$ cat config.mk
export PLATFORM = sky130hd
export DESIGN_NAME = eight_bit_timer_compare_unit
export DESIGN_NICKNAME = d
export VERILOG_FILES = /design/src/timer_pkg.sv /design/src/cmp_chan_if.sv /design/src/compare_channel.sv /design/src/eight_bit_timer_compare_unit.sv
export SDC_FILE = /design/constraint.sdc
export NUM_CORES = 1
export LEC_CHECK = 0
export BUFFER_PORTS_ARGS = -buffer_cell sky130_fd_sc_hd__buf_2
export CAP_MARGIN = 20
export CORE_ASPECT_RATIO = 0.75
export CORE_MARGIN = 5
export CORE_UTILIZATION = 35
export CTS_CLUSTER_DIAMETER = 30
export DETAILED_ROUTE_END_ITERATION = 6
export SKIP_CTS_REPAIR_TIMING = 1
export SYNTH_ARGS = -nofsm -noshare
export SYNTH_HDL_FRONTEND = slang
export SYNTH_HIERARCHICAL = 1
export SYNTH_SLANG_ARGS = --single-unit
$ cat constraint.sdc
create_clock -name mclk -period 6.2 [get_ports mclk]
set_clock_uncertainty 0.1 [all_clocks]
set_input_delay 1.86 -clock mclk [delete_from_list [all_inputs] [get_ports mclk]]
set_output_delay 1.86 -clock mclk [all_outputs]
set_load 0.005 [all_outputs]
$ cat src/timer_pkg.sv
// shared constants and types of the 8-bit timer compare unit
package timer_pkg;
    localparam int ADDR_W = 8;
    localparam int DATA_W = 32;
    // register byte offsets
    localparam logic [7:0] ADDR_CTRL_A = 8'h00;
    localparam logic [7:0] ADDR_CTRL_B = 8'h04;
    localparam logic [7:0] ADDR_COUNT = 8'h08;
    localparam logic [7:0] ADDR_CMP_A = 8'h0C;
    localparam logic [7:0] ADDR_CMP_B = 8'h10;
    localparam logic [7:0] ADDR_IRQ_MASK = 8'h14;
    localparam logic [7:0] ADDR_IRQ_FLAGS = 8'h18;
    localparam logic [7:0] ADDR_PORT_CTRL = 8'h1C;
    // field positions
    localparam int CA_WGM_LSB = 0;
    localparam int CA_COMB_LSB = 4;
    localparam int CA_COMA_LSB = 6;
    localparam int CB_CS_LSB = 0;
    localparam int CB_WGM2 = 3;
    localparam int CB_FOCB = 6;
    localparam int CB_FOCA = 7;
    localparam int IRQ_OVF = 0;
    localparam int IRQ_CMPA = 1;
    localparam int PC_DIR_LSB = 0;
    localparam int PC_DATA_LSB = 2;
    // reset values and count limits
    localparam logic [7:0] RST_BYTE = 8'h00;
    localparam logic [7:0] CNT_BOTTOM = 8'h00;
    localparam logic [7:0] CNT_MAX = 8'hFF;
    localparam logic [7:0] CB_RW_MASK = 8'h0F;
    // prescaler taps
    localparam int PRE_W = 10;
    localparam logic [9:0] DIV8_MASK = 10'h007;
    localparam logic [9:0] DIV64_MASK = 10'h03F;
    localparam logic [9:0] DIV256_MASK = 10'h0FF;
    localparam logic [9:0] DIV1024_MASK = 10'h3FF;
    // waveform mode codes
    localparam logic [2:0] WGM_NORMAL = 3'h0;
    localparam logic [2:0] WGM_PC_MAX = 3'h1;
    localparam logic [2:0] WGM_CTC = 3'h2;
    localparam logic [2:0] WGM_FAST_MAX = 3'h3;
    localparam logic [2:0] WGM_PC_CMPA = 3'h5;
    localparam logic [2:0] WGM_FAST_CMPA = 3'h7;

    typedef enum logic [2:0] {
        CS_OFF = 3'h0, CS_DIV1 = 3'h1, CS_DIV8 = 3'h2, CS_DIV64 = 3'h3,
        CS_DIV256 = 3'h4, CS_DIV1024 = 3'h5, CS_EXT_FALL = 3'h6,
        CS_EXT_RISE = 3'h7
    } clk_sel_t;

    typedef enum logic [1:0] {
        DIR_UP = 2'b01,
        DIR_DOWN = 2'b10
    } dir_t;
endpackage

$ cat src/cmp_chan_if.sv
// signals between the counter core and one compare channel
`timescale 1ns/1ps
interface cmp_chan_if;
    logic tick;
    logic block;
    logic force_;
    logic wrEn;
    logic [7:0] wrData;
    logic [1:0] com;
    logic pwm;
    logic phase;
    logic up;
    logic atBottom;
    logic load;
    logic [7:0] cnt;
    logic [7:0] active;
    logic [7:0] readVal;
    logic match;
    logic ocState;
    modport ctrl(output tick, block, force_, wrEn, wrData, com, pwm, phase,
        up, atBottom, load, cnt, input active, readVal, match, ocState);
    modport chan(input tick, block, force_, wrEn, wrData, com, pwm, phase,
        up, atBottom, load, cnt, output active, readVal, match, ocState);
endinterface

$ cat src/compare_channel.sv
// one output compare channel: buffered compare value and output state
`timescale 1ns/1ps
module compare_channel #(
    parameter bit TOGGLE_PWM = 1'b0
) (
    // clock and reset
    input wire logic mclk,
    input wire logic nrst,
    // link to counter core
    cmp_chan_if.chan ch
);
    import timer_pkg::*;

    typedef struct packed {
        logic [7:0] active;
        logic [7:0] buffer;
        logic oc;
    } chan_state_t;

    chan_state_t st_r;
    chan_state_t st_nxt;
    logic hit;
    logic act;

    always_comb begin
        st_nxt = st_r;
        hit = ch.tick && !ch.block && (ch.cnt == st_r.active);
        act = hit || (ch.force_ && !ch.pwm);
        if (ch.wrEn) begin
            if (ch.pwm) begin
                st_nxt.buffer = ch.wrData;
            end else begin
                st_nxt.active = ch.wrData;
                st_nxt.buffer = ch.wrData;
            end
        end
        if (ch.load && ch.pwm) begin
            st_nxt.active = st_r.buffer;
        end
        // com of zero falls to default everywhere: state untouched
        if (!ch.pwm) begin
            if (act) begin
                case (ch.com)
                    2'd1: st_nxt.oc = !st_r.oc;
                    2'd2: st_nxt.oc = 1'b0;
                    2'd3: st_nxt.oc = 1'b1;
                    default: st_nxt.oc = st_r.oc;
                endcase
            end
        end else if (ch.phase) begin
            if (hit) begin
                case (ch.com)
                    2'd1: st_nxt.oc = TOGGLE_PWM ? !st_r.oc : st_r.oc;
                    2'd2: st_nxt.oc = !ch.up;
                    2'd3: st_nxt.oc = ch.up;
                    default: st_nxt.oc = st_r.oc;
                endcase
            end
        end else begin
            if (hit) begin
                case (ch.com)
                    2'd1: st_nxt.oc = TOGGLE_PWM ? !st_r.oc : st_r.oc;
                    2'd2: st_nxt.oc = 1'b0;
                    2'd3: st_nxt.oc = 1'b1;
                    default: st_nxt.oc = st_r.oc;
                endcase
            end
            // bottom wins so a compare value at top gives a flat level
            if (ch.atBottom) begin
                case (ch.com)
                    2'd2: st_nxt.oc = 1'b1;
                    2'd3: st_nxt.oc = 1'b0;
                    default: st_nxt.oc = st_nxt.oc;
                endcase
            end
        end
    end

    always_ff @(posedge mclk or negedge nrst) begin
        if (!nrst) begin
            st_r <= '0;
        end else begin
            st_r <= st_nxt;
        end
    end

    assign ch.active = st_r.active;
    assign ch.readVal = ch.pwm ? st_r.buffer : st_r.active;
    assign ch.match = hit;
    assign ch.ocState = st_r.oc;
endmodule

$ cat src/eight_bit_timer_compare_unit.sv
// 8-bit timer/counter with two compare channels behind an APB slave
//
// Behaviour
// count value and both compare values are 8-bit registers.
// every interrupt request is a flag, each masked by its own bit.
// tick from prescaler or external pin, chosen by three-bit select.
// select zero gives no tick; counter neither counts nor clears.
// software reads and writes the count value at any time.
// a software count write beats a simultaneous clear or count.
// each tick clears the counter or steps it up or down by one.
// waveform mode field: two low bits in control A, high bit in B.
// overflow flag set where the mode says; unmasked, it requests.
// counter equal to compare value sets that flag on the tick.
// compare flag clears on service or on writing one to it.
// compare values double-buffered in PWM modes, direct otherwise.
// buffered compare value copied only at top or bottom.
// software reaches the buffer when buffering, else the active value.
// force strobe acts as a match on the output, no flag or clear; the code ignores it in PWM modes.
// any count write suppresses matches in the next tick cycle.
// output compare state survives waveform mode changes.
// compare output mode changes act at once, unbuffered.
// reset clears each output compare state to zero.
// nonzero compare output mode puts compare output on the port pin.
// pin direction stays with the port direction bit.
// software should set output state before enabling the pin.
// bottom is 0x00, max 0xFF; top is max or compare A.
// mode 0 normal, 2 clear on A match, 3 or 7 fast PWM.
// compare output mode zero leaves output state on a match.
// reset zeroes count, compare, control, flag and mask registers.
`timescale 1ns/1ps
module eight_bit_timer_compare_unit (
    // clock and reset
    input wire logic mclk,
    input wire logic nrst,
    // apb slave
    input wire logic psel,
    input wire logic penable,
    input wire logic pwrite,
    input wire logic [timer_pkg::ADDR_W-1:0] paddr,
    input wire logic [timer_pkg::DATA_W-1:0] pwdata,
    output logic [timer_pkg::DATA_W-1:0] prdata,
    output logic pready,
    output logic pslverr,
    // external count clock
    input wire logic extCountClockPin,
    // interrupts: service acknowledge and requests
    input wire logic [2:0] irqAck,
    output logic [2:0] irqReq,
    // compare pins, index 0 is channel a
    output logic [1:0] cmpPinOut,
    output logic [1:0] cmpPinOeN
);
    import timer_pkg::*;

    typedef struct packed {
        logic [7:0] ctrlA;
        logic [7:0] ctrlB;
        logic [7:0] cnt;
        logic [2:0] mask;
        logic [2:0] flags;
        dir_t dir;
        logic block;
        logic [PRE_W-1:0] pre;
        logic [2:0] extSync;
        logic extLvl;
        logic [1:0] ddr;
        logic [1:0] portVal;
        logic [DATA_W-1:0] rdata;
    } top_state_t;

    top_state_t st_r;
    top_state_t st_nxt;

    cmp_chan_if ch[2] ();

    logic [2:0] wgm;
    clk_sel_t cs;
    logic pwm;
    logic fast;
    logic phase;
    logic [7:0] top;
    logic tick;
    logic loadPulse;
    logic bottomPulse;
    logic ovfSet;
    logic wrAccess;
    logic setupRd;
    logic mapped;
    logic [2:0] flagClr;
    logic [7:0] rdByte;

    always_comb begin
        case (paddr)
            ADDR_CTRL_A, ADDR_CTRL_B, ADDR_COUNT, ADDR_CMP_A, ADDR_CMP_B,
            ADDR_IRQ_MASK, ADDR_IRQ_FLAGS, ADDR_PORT_CTRL: mapped = 1'b1;
            default: mapped = 1'b0;
        endcase
    end

    // zero wait states; unmapped accesses answer with an error
    assign pready = 1'b1;
    assign pslverr = psel && penable && !mapped;
    assign wrAccess = psel && penable && pwrite && mapped;
    assign setupRd = psel && !penable && !pwrite;
    assign prdata = st_r.rdata;
    assign irqReq = st_r.flags & st_r.mask;

    always_comb begin
        st_nxt = st_r;
        wgm = {st_r.ctrlB[CB_WGM2], st_r.ctrlA[CA_WGM_LSB +: 2]};
        cs = clk_sel_t'(st_r.ctrlB[CB_CS_LSB +: 3]);
        fast = (wgm == WGM_FAST_MAX) || (wgm == WGM_FAST_CMPA);
        phase = (wgm == WGM_PC_MAX) || (wgm == WGM_PC_CMPA);
        pwm = fast || phase;
        top = (wgm[2] || wgm == WGM_CTC) ? ch[0].active : CNT_MAX;
        loadPulse = 1'b0;
        bottomPulse = 1'b0;
        ovfSet = 1'b0;
        flagClr = irqAck;
        rdByte = RST_BYTE;

        // free prescaler and filtered external pin
        st_nxt.pre = st_r.pre + 1'b1;
        st_nxt.extSync = {st_r.extSync[1:0], extCountClockPin};
        if (st_r.extSync[1] == st_r.extSync[2]) begin
            st_nxt.extLvl = st_r.extSync[2];
        end

        // external edges come three cycles late and need a slow pin
        case (cs)
            CS_DIV1: tick = 1'b1;
            CS_DIV8: tick = (st_r.pre & DIV8_MASK) == DIV8_MASK;
            CS_DIV64: tick = (st_r.pre & DIV64_MASK) == DIV64_MASK;
            CS_DIV256: tick = (st_r.pre & DIV256_MASK) == DIV256_MASK;
            CS_DIV1024: tick = (st_r.pre & DIV1024_MASK) == DIV1024_MASK;
            CS_EXT_FALL: tick = st_r.extLvl && !st_nxt.extLvl;
            CS_EXT_RISE: tick = !st_r.extLvl && st_nxt.extLvl;
            default: tick = 1'b0;
        endcase

        if (!phase) begin
            st_nxt.dir = DIR_UP;
        end

        if (tick) begin
            st_nxt.block = 1'b0;
            if (fast) begin
                if (st_r.cnt == top) begin
                    st_nxt.cnt = CNT_BOTTOM;
                    bottomPulse = 1'b1;
                    loadPulse = 1'b1;
                    ovfSet = 1'b1;
                end else begin
                    st_nxt.cnt = st_r.cnt + 8'h01;
                end
            end else if (phase) begin
                case (st_r.dir)
                    DIR_UP: begin
                        if (st_r.cnt == top) begin
                            st_nxt.dir = DIR_DOWN;
                            st_nxt.cnt = st_r.cnt - 8'h01;
                            loadPulse = 1'b1;
                        end else begin
                            st_nxt.cnt = st_r.cnt + 8'h01;
                        end
                    end
                    DIR_DOWN: begin
                        if (st_r.cnt == CNT_BOTTOM) begin
                            st_nxt.dir = DIR_UP;
                            st_nxt.cnt = st_r.cnt + 8'h01;
                            ovfSet = 1'b1;
                        end else begin
                            st_nxt.cnt = st_r.cnt - 8'h01;
                        end
                    end
                    default: st_nxt.dir = DIR_UP;
                endcase
            end else begin
                // normal, clear on match, and reserved codes count up
                if (wgm == WGM_CTC && st_r.cnt == top) begin
                    st_nxt.cnt = CNT_BOTTOM;
                end else begin
                    st_nxt.cnt = st_r.cnt + 8'h01;
                end
                ovfSet = (st_r.cnt == CNT_MAX);
            end
        end

        if (wrAccess) begin
            case (paddr)
                ADDR_CTRL_A: st_nxt.ctrlA = pwdata[7:0];
                ADDR_CTRL_B: st_nxt.ctrlB = pwdata[7:0] & CB_RW_MASK;
                ADDR_COUNT: begin
                    st_nxt.cnt = pwdata[7:0];
                    st_nxt.block = 1'b1;
                end
                ADDR_IRQ_MASK: st_nxt.mask = pwdata[2:0];
                ADDR_IRQ_FLAGS: flagClr = flagClr | pwdata[2:0];
                ADDR_PORT_CTRL: begin
                    st_nxt.ddr = pwdata[PC_DIR_LSB +: 2];
                    st_nxt.portVal = pwdata[PC_DATA_LSB +: 2];
                end
                default: st_nxt.mask = st_r.mask;
            endcase
        end

        // a new event beats a clear in the same cycle
        st_nxt.flags = (st_r.flags & ~flagClr)
            | {ch[1].match, ch[0].match, ovfSet};

        // read data is latched in the setup phase
        case (paddr)
            ADDR_CTRL_A: rdByte = st_r.ctrlA;
            ADDR_CTRL_B: rdByte = st_r.ctrlB;
            ADDR_COUNT: rdByte = st_r.cnt;
            ADDR_CMP_A: rdByte = ch[0].readVal;
            ADDR_CMP_B: rdByte = ch[1].readVal;
            ADDR_IRQ_MASK: rdByte = {5'h00, st_r.mask};
            ADDR_IRQ_FLAGS: rdByte = {5'h00, st_r.flags};
            ADDR_PORT_CTRL: rdByte = {4'h0, st_r.portVal, st_r.ddr};
            default: rdByte = RST_BYTE;
        endcase
        if (setupRd) begin
            st_nxt.rdata = {24'h000000, rdByte};
        end
    end

    always_ff @(posedge mclk or negedge nrst) begin
        if (!nrst) begin
            st_r <= '0;
            st_r.dir <= DIR_UP;
        end else begin
            st_r <= st_nxt;
        end
    end

    generate
        for (genvar i = 0; i < 2; i++) begin : g_chan
            localparam int COM_LSB = (i == 0) ? CA_COMA_LSB : CA_COMB_LSB;
            localparam int FOC_BIT = (i == 0) ? CB_FOCA : CB_FOCB;
            localparam logic [7:0] CMP_ADDR =
                (i == 0) ? ADDR_CMP_A : ADDR_CMP_B;

            assign ch[i].tick = tick;
            assign ch[i].block = st_r.block;
            assign ch[i].force_ = wrAccess && (paddr == ADDR_CTRL_B)
                && pwdata[FOC_BIT];
            assign ch[i].wrEn = wrAccess && (paddr == CMP_ADDR);
            assign ch[i].wrData = pwdata[7:0];
            assign ch[i].com = st_r.ctrlA[COM_LSB +: 2];
            assign ch[i].pwm = pwm;
            assign ch[i].phase = phase;
            assign ch[i].up = (st_r.dir == DIR_UP);
            assign ch[i].atBottom = bottomPulse;
            assign ch[i].load = loadPulse;
            assign ch[i].cnt = st_r.cnt;

            compare_channel #(
                .TOGGLE_PWM(i == 0)
            ) u_chan (
                .mclk(mclk),
                .nrst(nrst),
                .ch(ch[i])
            );

            // override holds in every waveform mode
            assign cmpPinOut[i] = (ch[i].com != 2'b00)
                ? ch[i].ocState : st_r.portVal[i];
            assign cmpPinOeN[i] = !st_r.ddr[i];
        end
    endgenerate
endmodule

# --- Yosys cells after proc, flatten, opt, wreduce, memory -nomap -nowiden ---
# Memories as Yosys holds them, arrays and structs flattened.
# Cells that the tools add are included.
# W data, S select, Z words.
op_classes:
  bitwise: 5
  n_mux: 67
  add_sub_neg: 3
  reduce_logical: 56
  n_eq_ne: 41
op_table:
  columns: ["operator", "n"]
  rows:
  - ["$mux W8", 14]
  - ["$pmux W8 S8", 1]
  - ["$eq A8 B5 Y1 const B", 4]
  - ["$mux W16", 2]
  - ["$mux W1", 30]
  - ["$eq A8 B8 Y1", 3]
  - ["$eq A3 B3 Y1 const B", 7]
  - ["$logic_and A1 B1 Y1", 20]
  - ["$eq A8 B4 Y1 const B", 2]
  - ["$eq A8 B8 Y1 const B", 2]
  - ["$logic_not A8 Y1", 2]
  - ["$pmux W8 S2", 1]
  - ["$eq A3 B2 Y1 const B", 4]
  - ["$logic_not A1 Y1", 12]
  - ["$mux W3", 4]
  - ["$reduce_and A2 Y1", 6]
  - ["$reduce_bool A2 Y1", 6]
  - ["$mux W11", 1]
  - ["$add A10 B1 Y10 const B", 1]
  - ["$eq A10 B10 Y1 const B", 1]
  - ["$eq A2 B2 Y1 const B", 5]
  - ["$mux W2", 5]
  - ["$pmux W1 S3", 3]
  - ["$add A8 B1 Y8 const B", 1]
  - ["21 further kinds", 35]
word_totals:
  romBits: 32
  output_inout_bits: 41
  reg_bits: 89
  inputBits: 49
  n_memories: 1
  elab_cells: 192
mem_list:
  columns: ["name", "depth", "width", "rd", "rd_ports_with_merged_regs", "write_ports", "line", "source"]
  rows:
  - ["(name not given)", 32, 1, 1, 0, 0, "eight_bit_timer_compare_unit.sv:93", "case (paddr)"]

# --- Depth between registers and ports, before layout ---
# Gate-level depths: netlist of the first run.
depth:
  depth_word: 12
  mapped_depth: 13
  mapped_depth_nobuf: 13

# --- Modules after synthesis ---
# The synthesis of the first run kept the hierarchy.
modules_own_cells:
  columns: ["mod", "seq_area_each_um2", "instances", "area_each_um2", "cells_each"]
  rows:
  - ["eight_bit_timer_compare_unit", 1377.6, 1, 3956.3, 459]
  - ["compare_channel at g_chan[0].u_chan", 425.4, 1, 1183.6, 115]
  - ["compare_channel at g_chan[1].u_chan", 425.4, 1, 1146.1, 110]

# --- Worst setup path before layout of the first run ---
# Ideal clock, no wire load.
synth_path:
  path_kind: "input-to-output"
  from: "input port paddr[1] (netlist bit)"
  to: "output port pslverr"
  required_time_ps: 4240
  t_arrival_ps: 2593
  stages: 4
  n_path_buf: 1
  path_slack_ps: 1647
  path_cell_list: "nor3_1 > nand2_1 > clkbuf_1 > and3_1"
synth_between:
  elab_chain_len: 4
synth_lines:
  columns: ["item", "line", "source"]
  rows:
  - ["start: declaration", "eight_bit_timer_compare_unit.sv:39", "input wire logic [timer_pkg::ADDR_W-1:0] paddr,"]
  - ["$mem_v2 Z32 W1", null, null]
  - ["$mux W1", "eight_bit_timer_compare_unit.sv:93", null]
  - ["$logic_not A1 Y1", "eight_bit_timer_compare_unit.sv:102", "assign pslverr = psel && penable && !mapped;"]
  - ["$logic_and A1 B1 Y1", "eight_bit_timer_compare_unit.sv:102", null]
  - ["end: declaration", "eight_bit_timer_compare_unit.sv:43", "output logic pslverr,"]
# No other way between the ends.

# --- Worst setup path in the final report of the first run ---
# Same ends and word-level chain as after synthesis.

==> flow_summary.toml, run 1 <==
[yosys]
netlist_area_sq_um = 6226
synthCells = 676
yosysWarnings = 6
syn_area_per_cell_sq_um = 9.210

[grt]
grt_pass1_vias = 4572
overflow = 0
use_met1_pct = 25.57
globalRouteMet3Util_pct = 2.961
grt_max_degree = 71
grt_usage_pct = 15.94
gr-max-usage-layer = "met1"
grt_pass1_wl_microns = 26460
met2_usage_pct = 21.67
antenna_found_initial = 2

[clocking]
cts-buffers-inserted = 9
cts_tree = "built"
ctsLongestPathBuffers = 2
cts.sinks = 89
ctsRootBufferMaster = "clkbuf_16"
clkLatencyLatePin_ns = 0.35
htree_levels = 3
clk_pin_slew_ns = 0.08

[flow_run]
maxCapViolCount = 0

[die]
core_sq_um = 17550
initial_core_util_pct = 35.47
fp.dieH_microns = 125.5
placementRows = 42
num_io_pins = 90
die_x_microns = 164.0
dieArea_sq_um = 20580

[drt]
via_count = 4977
detail-route-antenna-nets = 0
routed_wl_microns = 16340
drt_iter0_markers = 388
first_pass_iters = 5
drc = 0
vias_per_cell = 5.340
wl_per_cell_microns = 17.53

[timing]
setup_total_negative_slack_ns = 0
max_freq_ghz = 0.2022
finalSetupViolations = 0
layout_setup_ws_ns = 1.253
slew_violations = 0
fin_crit_sh_pct = 79.79
finalHoldViolCount = 0
rsz0062_at_grt = "no"
post-route-min-period_ns = 4.947
slew_headroom_pct = 32.70
tightestPinTransition_ns = 1.001

[critical_path]
cp.required_ns = 4.24
start_kind = "input pin"
cp_max_fo = 13
critPathArrivalTime_ns = 2.99
criticalPathCategory = "input pin to primary output"
endpoint_kind = "primary output"

[place]
port_buffers = 40
gp_congestion = 0.8827
dp_hpwl_microns = 11710
place_worst_setup_slack_ns = 1.274
place_inst = 915

[power_and_ir_drop]
irDropWorstVdd_mv = 0.1614
power_density_nw_per_um2 = 263.9
finalPower_w = 0.001782
p_leak_nw = 2.832

[layout]
area_delta_synth_final_pct = 8.501
final_util_pct = 38.49
final_cells = 932
nets = 739
drive_gt1_share_pct = 20.46

[min_path]
min_path_type = "register to register"

[status]
status = "finished clean"
==> layer usage <==
metal | vias up | wire, microns
met5 | - | 11
met4 | 2 | 206
met3 | 24 | 932
met2 | 168 | 6843
met1 | 2394 | 8344
li1 | 2389 | -
==> placed cells by master, fill, tap and decap left out, types with 18 or more instances in the layout <==
cell      count
o21ai_0      31
nand2_1      48
xnor2_1      30
nor2_1       41
a21oi_1      47
a211oi_1     18
conb_1       25
mux2_2       47
mux2i_1      29
inv_1        21
dfrtp_1      87
nor3_1       18
nand3_1      19
buf_2        39
==> state kept, by name (all words and copies together), names as in the netlist, named ones only <==
| signal | flops |
|---|---|
| st_r | 29 |
| g_chan.u_chan/ch.active | 16 |
| g_chan.u_chan/st_r | 16 |
| ch.cnt | 8 |
| prdata | 8 |
| ch.com | 4 |
| cs | 3 |
| st_nxt | 2 |
| ch.block | 1 |
| g_chan.u_chan/ch.ocState | 1 |
==> critical path, cell delays in order <==
cell and delay (ns):
buf_2 0.09, nor3_1 0.23, nand2_1 0.37, and3_1 0.32, buf_2 0.12
==> power breakdown <==
| part | leakage (nW) | internal, W | total (W) | switching, W |
|---|---|---|---|---|
| Sequential | 1.15 | 0.000631 | 0.000779 | 0.000149 |
| Combinational | 1.53 | 0.000227 | 0.000442 | 0.000215 |
| Clock | 0.151 | 0.000297 | 0.000562 | 0.000265 |
==> worst paths after layout <==
path,start,endpoint,slack (ns),depth (start not counted)
max,paddr[1],pslverr,1.25,5
min reg2reg,st_nxt[38]$_DFF_PN0_,st_nxt[39]$_DFF_PN0_,0.25,0
min in group asynchronous,nrst,st_r[58]$_DFFE_PN0P_,1.44,1
max reg2reg,st_r[76]$_DFFE_PN0P_,g_chan[0].u_chan/ch.ocState$_DFFE_PN0P_,2.84,12
max in group asynchronous,nrst,g_chan[1].u_chan/ch.active[6]$_DFFE_PN0P_,3.60,2
min,st_nxt[38]$_DFF_PN0_,st_nxt[39]$_DFF_PN0_,0.25,0
==> per-stage QoR <==
stage               instance area, sq um  hold slack [ns]
finish                              6755           0.2512
global route                        6755           0.2784
CTS                                 6753           0.2525
detailed placement                  6449           0.2347
global placement                    6449           0.2355
floorplan                           6312           0.2312
==> layout make-up <==
cell class	instances	area (sq um)
sequential	89	2230
clock inverter	6	65.06
antenna	1	2.502
clock buffer	10	239.0
tap	242	302.8
multi-input combinational	511	3556
fill	1809	10800
inverter	24	90.09
timing repair buffer	49	270.3
No activity file was read; power rests on OpenSTA's default activity.
==> inputs of run 2 (changes only) <==
==> constraint.sdc (replaced) <==
create_clock -name mclk -period 4.8 [get_ports mclk]
set_clock_uncertainty 0.1 [all_clocks]
set_input_delay 1.44 -clock mclk [delete_from_list [all_inputs] [get_ports mclk]]
set_output_delay 1.44 -clock mclk [all_outputs]
set_load 0.005 [all_outputs]
==> run 2 against run 1 <==
Clock power up 31%. Cell area rose by 0.26%. First-iteration DRC count grew 39%. Sequential cell count is the same. Critical endpoint unchanged.
==> flow_summary.toml, run 2 (synthesized netlist as in run 1, its figures left out) <==
[status]
status = "finished clean"

[timing]
setup_total_negative_slack_ns = 0
tightestPinTransition_ns = 0.7750
fin_crit_sh_pct = 80.72
slew_violations = 0
layout_setup_ws_ns = 0.9255
rsz0062_at_grt = "no"
finalHoldViolCount = 0
post-route-min-period_ns = 3.874
slew_headroom_pct = 47.86
finalSetupViolations = 0
max_freq_ghz = 0.2581
timing.hold.ws_ns = 0.2508

[critical_path]
critPathArrivalTime_ns = 2.33
critPathSlowestCell = "nor3_1"
cp_slowest_stage_delay_ns = 0.22
endpoint_kind = "primary output"
start_kind = "input pin"
path_depth = 6
ff2ff_path_depth = 12
crit_buf_inv = 3
path_cells = "buf_2, nor3_1, nand2_1, buf_4, and3_1, buf_2"
cp.required_ns = 3.26
crit_family = "simple AND/OR/NAND/NOR gates"
criticalPathCategory = "input pin to primary output"
cp_max_fo = 13
r2r_slack_ns = 1.39
worst_path_most_repeated_cell = "buf_2"

[layout]
nets = 741
top_register = "st_r"
area_delta_synth_final_pct = 8.782
layout_common_cells = "87 x dfrtp_1, 48 x nand2_1, 47 x a21oi_1, 47 x mux2_2, 41 x nor2_1"
final_util_pct = 38.59
final_common_cell = "dfrtp_1"
drive_gt1_share_pct = 20.69
largest_reg_flops = 29

[drt]
via_count = 5066
detail-route-antenna-nets = 0
routed_wl_microns = 16690
wl_per_cell_microns = 17.87
drc = 0
first_pass_iters = 5
drt_iter0_markers = 539
vias_per_cell = 5.424

[clocking]
clk_pin_slew_ns = 0.08
ctsLongestPathBuffers = 2
clkLatencyLatePin_ns = 0.36
ctsRootBufferMaster = "clkbuf_16"
cts.sinks = 89
cts-buffers-inserted = 9
cts_tree = "built"
htree_levels = 3

[die]
fp.dieH_microns = 125.5
dieArea_sq_um = 20580
num_io_pins = 90
placementRows = 42
die_x_microns = 164.0
initial_core_util_pct = 35.47
core_sq_um = 17550

[grt]
grt_usage_pct = 16.51
grt_max_degree = 71
grt_pass1_vias = 4705
antenna_found_initial = 1
overflow = 0
grt_pass1_wl_microns = 26850

[min_path]
min_path_type = "register to register"
hold_depth = 0

[place]
gp_congestion = 0.9002
place_worst_setup_slack_ns = 0.9206
dp_hpwl_microns = 11780
port_buffers = 40

[flow_run]
maxCapViolCount = 0

[power_and_ir_drop]
p_leak_nw = 2.840
power_density_nw_per_um2 = 342.5
irDropWorstVdd_mv = 0.1871
finalPower_w = 0.002320
-- run 2: cell types whose count changed in the layout (fill, tap and decap cells not counted) --
cell / before / now
buf_4: 10 / 12
clkbuf_8: 1 / 0
clkinv_4: 0 / 1
clkinv_8: 1 / 2
inv_6: 3 / 2
-- run 2: per-layer routing --
| layer | track usage, % | share of wire, % |
|---|---|---|
| met3 | 3.651 | 6.2 |
| met1 | 25.78 | 50 |
| met4 | 3.945 | 0.89 |
| met5 | 0 | 0 |
| met2 | 22.93 | 43 |
-- run 2: layout make-up --
| cell class | instances | area (sq um) |
|---|---|---|
| clock buffer | 9 | 225.2 |
| clock inverter | 7 | 81.33 |
| multi-input combinational | 511 | 3556 |
| antenna | 1 | 2.502 |
| fill | 1789 | 10780 |
| tap | 242 | 302.8 |
| inverter | 24 | 90.09 |
| timing repair buffer | 51 | 285.3 |
| sequential | 89 | 2230 |
-- run 2: path summary, 6_finish.rpt --
path                                                      endpoint                  from
setup / recovery                                           pslverr              paddr[1]
hold / removal                                st_nxt[39]$_DFF_PN0_  st_nxt[38]$_DFF_PN0_
setup reg to reg           g_chan[0].u_chan/ch.ocState$_DFFE_PN0P_  st_r[76]$_DFFE_PN0P_
hold reg to reg                               st_nxt[39]$_DFF_PN0_  st_nxt[38]$_DFF_PN0_
max in group asynchronous                       st_r[40]$_DFF_PN0_                  nrst
min in group asynchronous     g_chan[1].u_chan/st_r[1]$_DFFE_PN0P_                  nrst
-- run 2: stage by stage --
| step | cell area [sq um] | instances |
|---|---|---|
| floorplan | 6312 | 699 |
| global placement | 6464 | 917 |
| detailed placement | 6464 | 917 |
| CTS | 6770 | 933 |
| global route | 6773 | 934 |
| finish | 6773 | 934 |
-- run 2: where the power goes --
| part | leakage, nW | internal [W] | switching [W] | total, W |
|---|---|---|---|---|
| clock | 0.150 | 0.000373 | 0.000365 | 0.000738 |
| sequential | 1.15 | 0.000814 | 0.000191 | 0.00101 |
| combinational | 1.54 | 0.000295 | 0.000282 | 0.000576 |
| total | 2.84 | 0.00148 | 0.000838 | 0.00232 |
==> inputs of run 3 (changes only) <==
==> constraint.sdc (replaced) <==
create_clock -name mclk -period 3.54 [get_ports mclk]
set_clock_uncertainty 0.1 [all_clocks]
set_input_delay 1.062 -clock mclk [delete_from_list [all_inputs] [get_ports mclk]]
set_output_delay 1.062 -clock mclk [all_outputs]
set_load 0.005 [all_outputs]
==> run 3 against run 2 <==
Clock-buffer cell count rose by 1. Worst setup slack got worse by 0.51 ns. Utilization grew 0.61 points. Worst hold slack gained 0.0025 ns. First-iteration DRC count is 12% lower. Cell count is 1.3% higher. Global-route usage about the same. Highest routed layer unchanged.
==> flow_summary.toml, run 3 (synthesized netlist as in run 1, its figures left out) <==
[status]
status = "finished clean"

[die]
num_io_pins = 90
dieArea_sq_um = 20580
initial_core_util_pct = 35.47
fp.dieH_microns = 125.5
placementRows = 42
die_x_microns = 164.0
core_sq_um = 17550

[clocking]
cts-buffers-inserted = 9
ctsRootBufferMaster = "clkbuf_16"
htree_levels = 3
clkLatencyLatePin_ns = 0.36
ctsLongestPathBuffers = 2
cts.sinks = 89
cts_tree = "built"
clk_pin_slew_ns = 0.07

[power_and_ir_drop]
p_leak_nw = 2.914
power_density_nw_per_um2 = 463.3
irDropWorstVdd_mv = 0.2901

[grt]
overflow = 0
grt_usage_pct = 16.48
grt_pass1_vias = 4566
grt_max_degree = 71
grt_pass1_wl_microns = 26740
antenna_found_initial = 0

[flow_run]
maxCapViolCount = 0

[timing]
max_freq_ghz = 0.3200
finalHoldViolCount = 0
fin_crit_sh_pct = 88.29
tightestPinTransition_ns = 0.7702
slew_violations = 0
finalSetupViolations = 0
setup_total_negative_slack_ns = 0
slew_headroom_pct = 48.66
post-route-min-period_ns = 3.125
rsz0062_at_grt = "no"

[drt]
drt_iter0_markers = 473
wl_per_cell_microns = 17.78
detail-route-antenna-nets = 0
routed.top_layer = "met4"
routed_wl_microns = 16820
vias_per_cell = 5.340
met3_length_microns = 901
drc = 0
first_pass_iters = 6
via_count = 5052
met1Wirelength_microns = 8813
wl_met2_microns = 7003

[critical_path]
critPathArrivalTime_ns = 1.96
critPathSlowestCell = "and3_1"
r2r-start = "cs[0]$_DFFE_PN0P_"
cp_max_fo = 7
endpoint_kind = "primary output"
r2r-end = "g_chan[0].u_chan/ch.ocState$_DFFE_PN0P_"
criticalPathCategory = "input pin to primary output"
worst_path_most_repeated_cell = "buf_2"
path_cells = "buf_2, nor3_1, nand2_1, and3_1, buf_2"
start_kind = "input pin"
crit_end = "pslverr"
ff2ff_path_depth = 11
cp-startpoint = "paddr[1]"
cp_slowest_stage_delay_ns = 0.24
cp.required_ns = 2.38
r2r_slack_ns = 0.50

[layout]
drive_gt1_share_pct = 22.16
diodes = 0
largest_reg_flops = 29
final_util_pct = 39.20
area_delta_synth_final_pct = 10.51
top_register = "st_r"
layout_common_cells = "87 x dfrtp_1, 48 x nand2_1, 47 x a21oi_1, 47 x mux2_2, 41 x nor2_1"
nets = 754
final_common_cell = "dfrtp_1"
num-fill-cells = 1803
multi_input_area_sq_um = 3556
regArea_sq_um = 2230

[place]
gp_congestion = 0.9254
dp_hpwl_microns = 12200
port_buffers = 40

[min_path]
min_path_type = "register to register"
worstHoldStart = "st_nxt[38]$_DFF_PN0_"
## run 3: cell types whose count changed in the layout (fill, tap and decap cells not counted)
cell / change
inv_8: +1
clkinv_8: -1
diode_2: -1
clkbuf_8: +1
inv_6: -1
buf_4: +12
buf_12: +1
## run 3: power breakdown
group	total (W)	internal [W]	switching, W	leakage, nW
clock network	0.000995	0.000521	0.000474	0.152
registers	0.00129	0.00111	0.000180	1.15
logic	0.000906	0.000431	0.000476	1.61
total	0.00319	0.00206	0.00113	2.91
## run 3: stage by stage
| stage | cells | area [sq um] | power, W | hold slack [ns] | worst slack [ns] |
|---|---|---|---|---|---|
| floorplan | 699 | 6312 | 0.001962 | 0.2312 | 0.2733 |
| global placement | 930 | 6574 | 0.002185 | 0.2328 | 0.3777 |
| detailed placement | 930 | 6574 | 0.002192 | 0.2371 | 0.3499 |
| CTS | 946 | 6880 | 0.003197 | 0.2546 | 0.4110 |
| global route | 946 | 6880 | 0.003361 | 0.2847 | 0.3232 |
| finish | 946 | 6880 | 0.003188 | 0.2533 | 0.4146 |
## run 3: metal layers
layer / vias to the layer above / track usage [%]
met1: 2459 / 26.89
met2: 157 / 22.25
li1: 2426 / -
met5: - / 0
met3: 10 / 3.388
met4: 0 / 2.909
## run 3: critical path: cells and delay by family
| family | cells | cell delay [ns] |
|---|---|---|
| simple gates | 3 | 0.69 |
| buf+inv | 2 | 0.22 |
## run 3: layout make-up
type                            instances  area share (%)
Tap cell                              242           4.401
Inverter                               24           1.309
Clock inverter                          6          0.9820
Multi-Input combinational cell        511           51.68
Sequential cell                        89           32.41
Timing Repair Buffer                   64           5.746
Clock buffer                           10           3.473
## run 3: worst min path at each step
stage | cells past startpoint | end | slack [ns]
3_5_place_dp | 0 | st_nxt[39]$_DFF_PN0_ | 0.24
3_3_place_gp | 0 | st_nxt[39]$_DFF_PN0_ | 0.23
2_1_floorplan | 0 | st_nxt[39]$_DFF_PN0_ | 0.23
5_1_grt | 0 | st_nxt[39]$_DFF_PN0_ | 0.28
4_1_cts | 0 | st_nxt[39]$_DFF_PN0_ | 0.25
6_report | 0 | st_nxt[39]$_DFF_PN0_ | 0.25
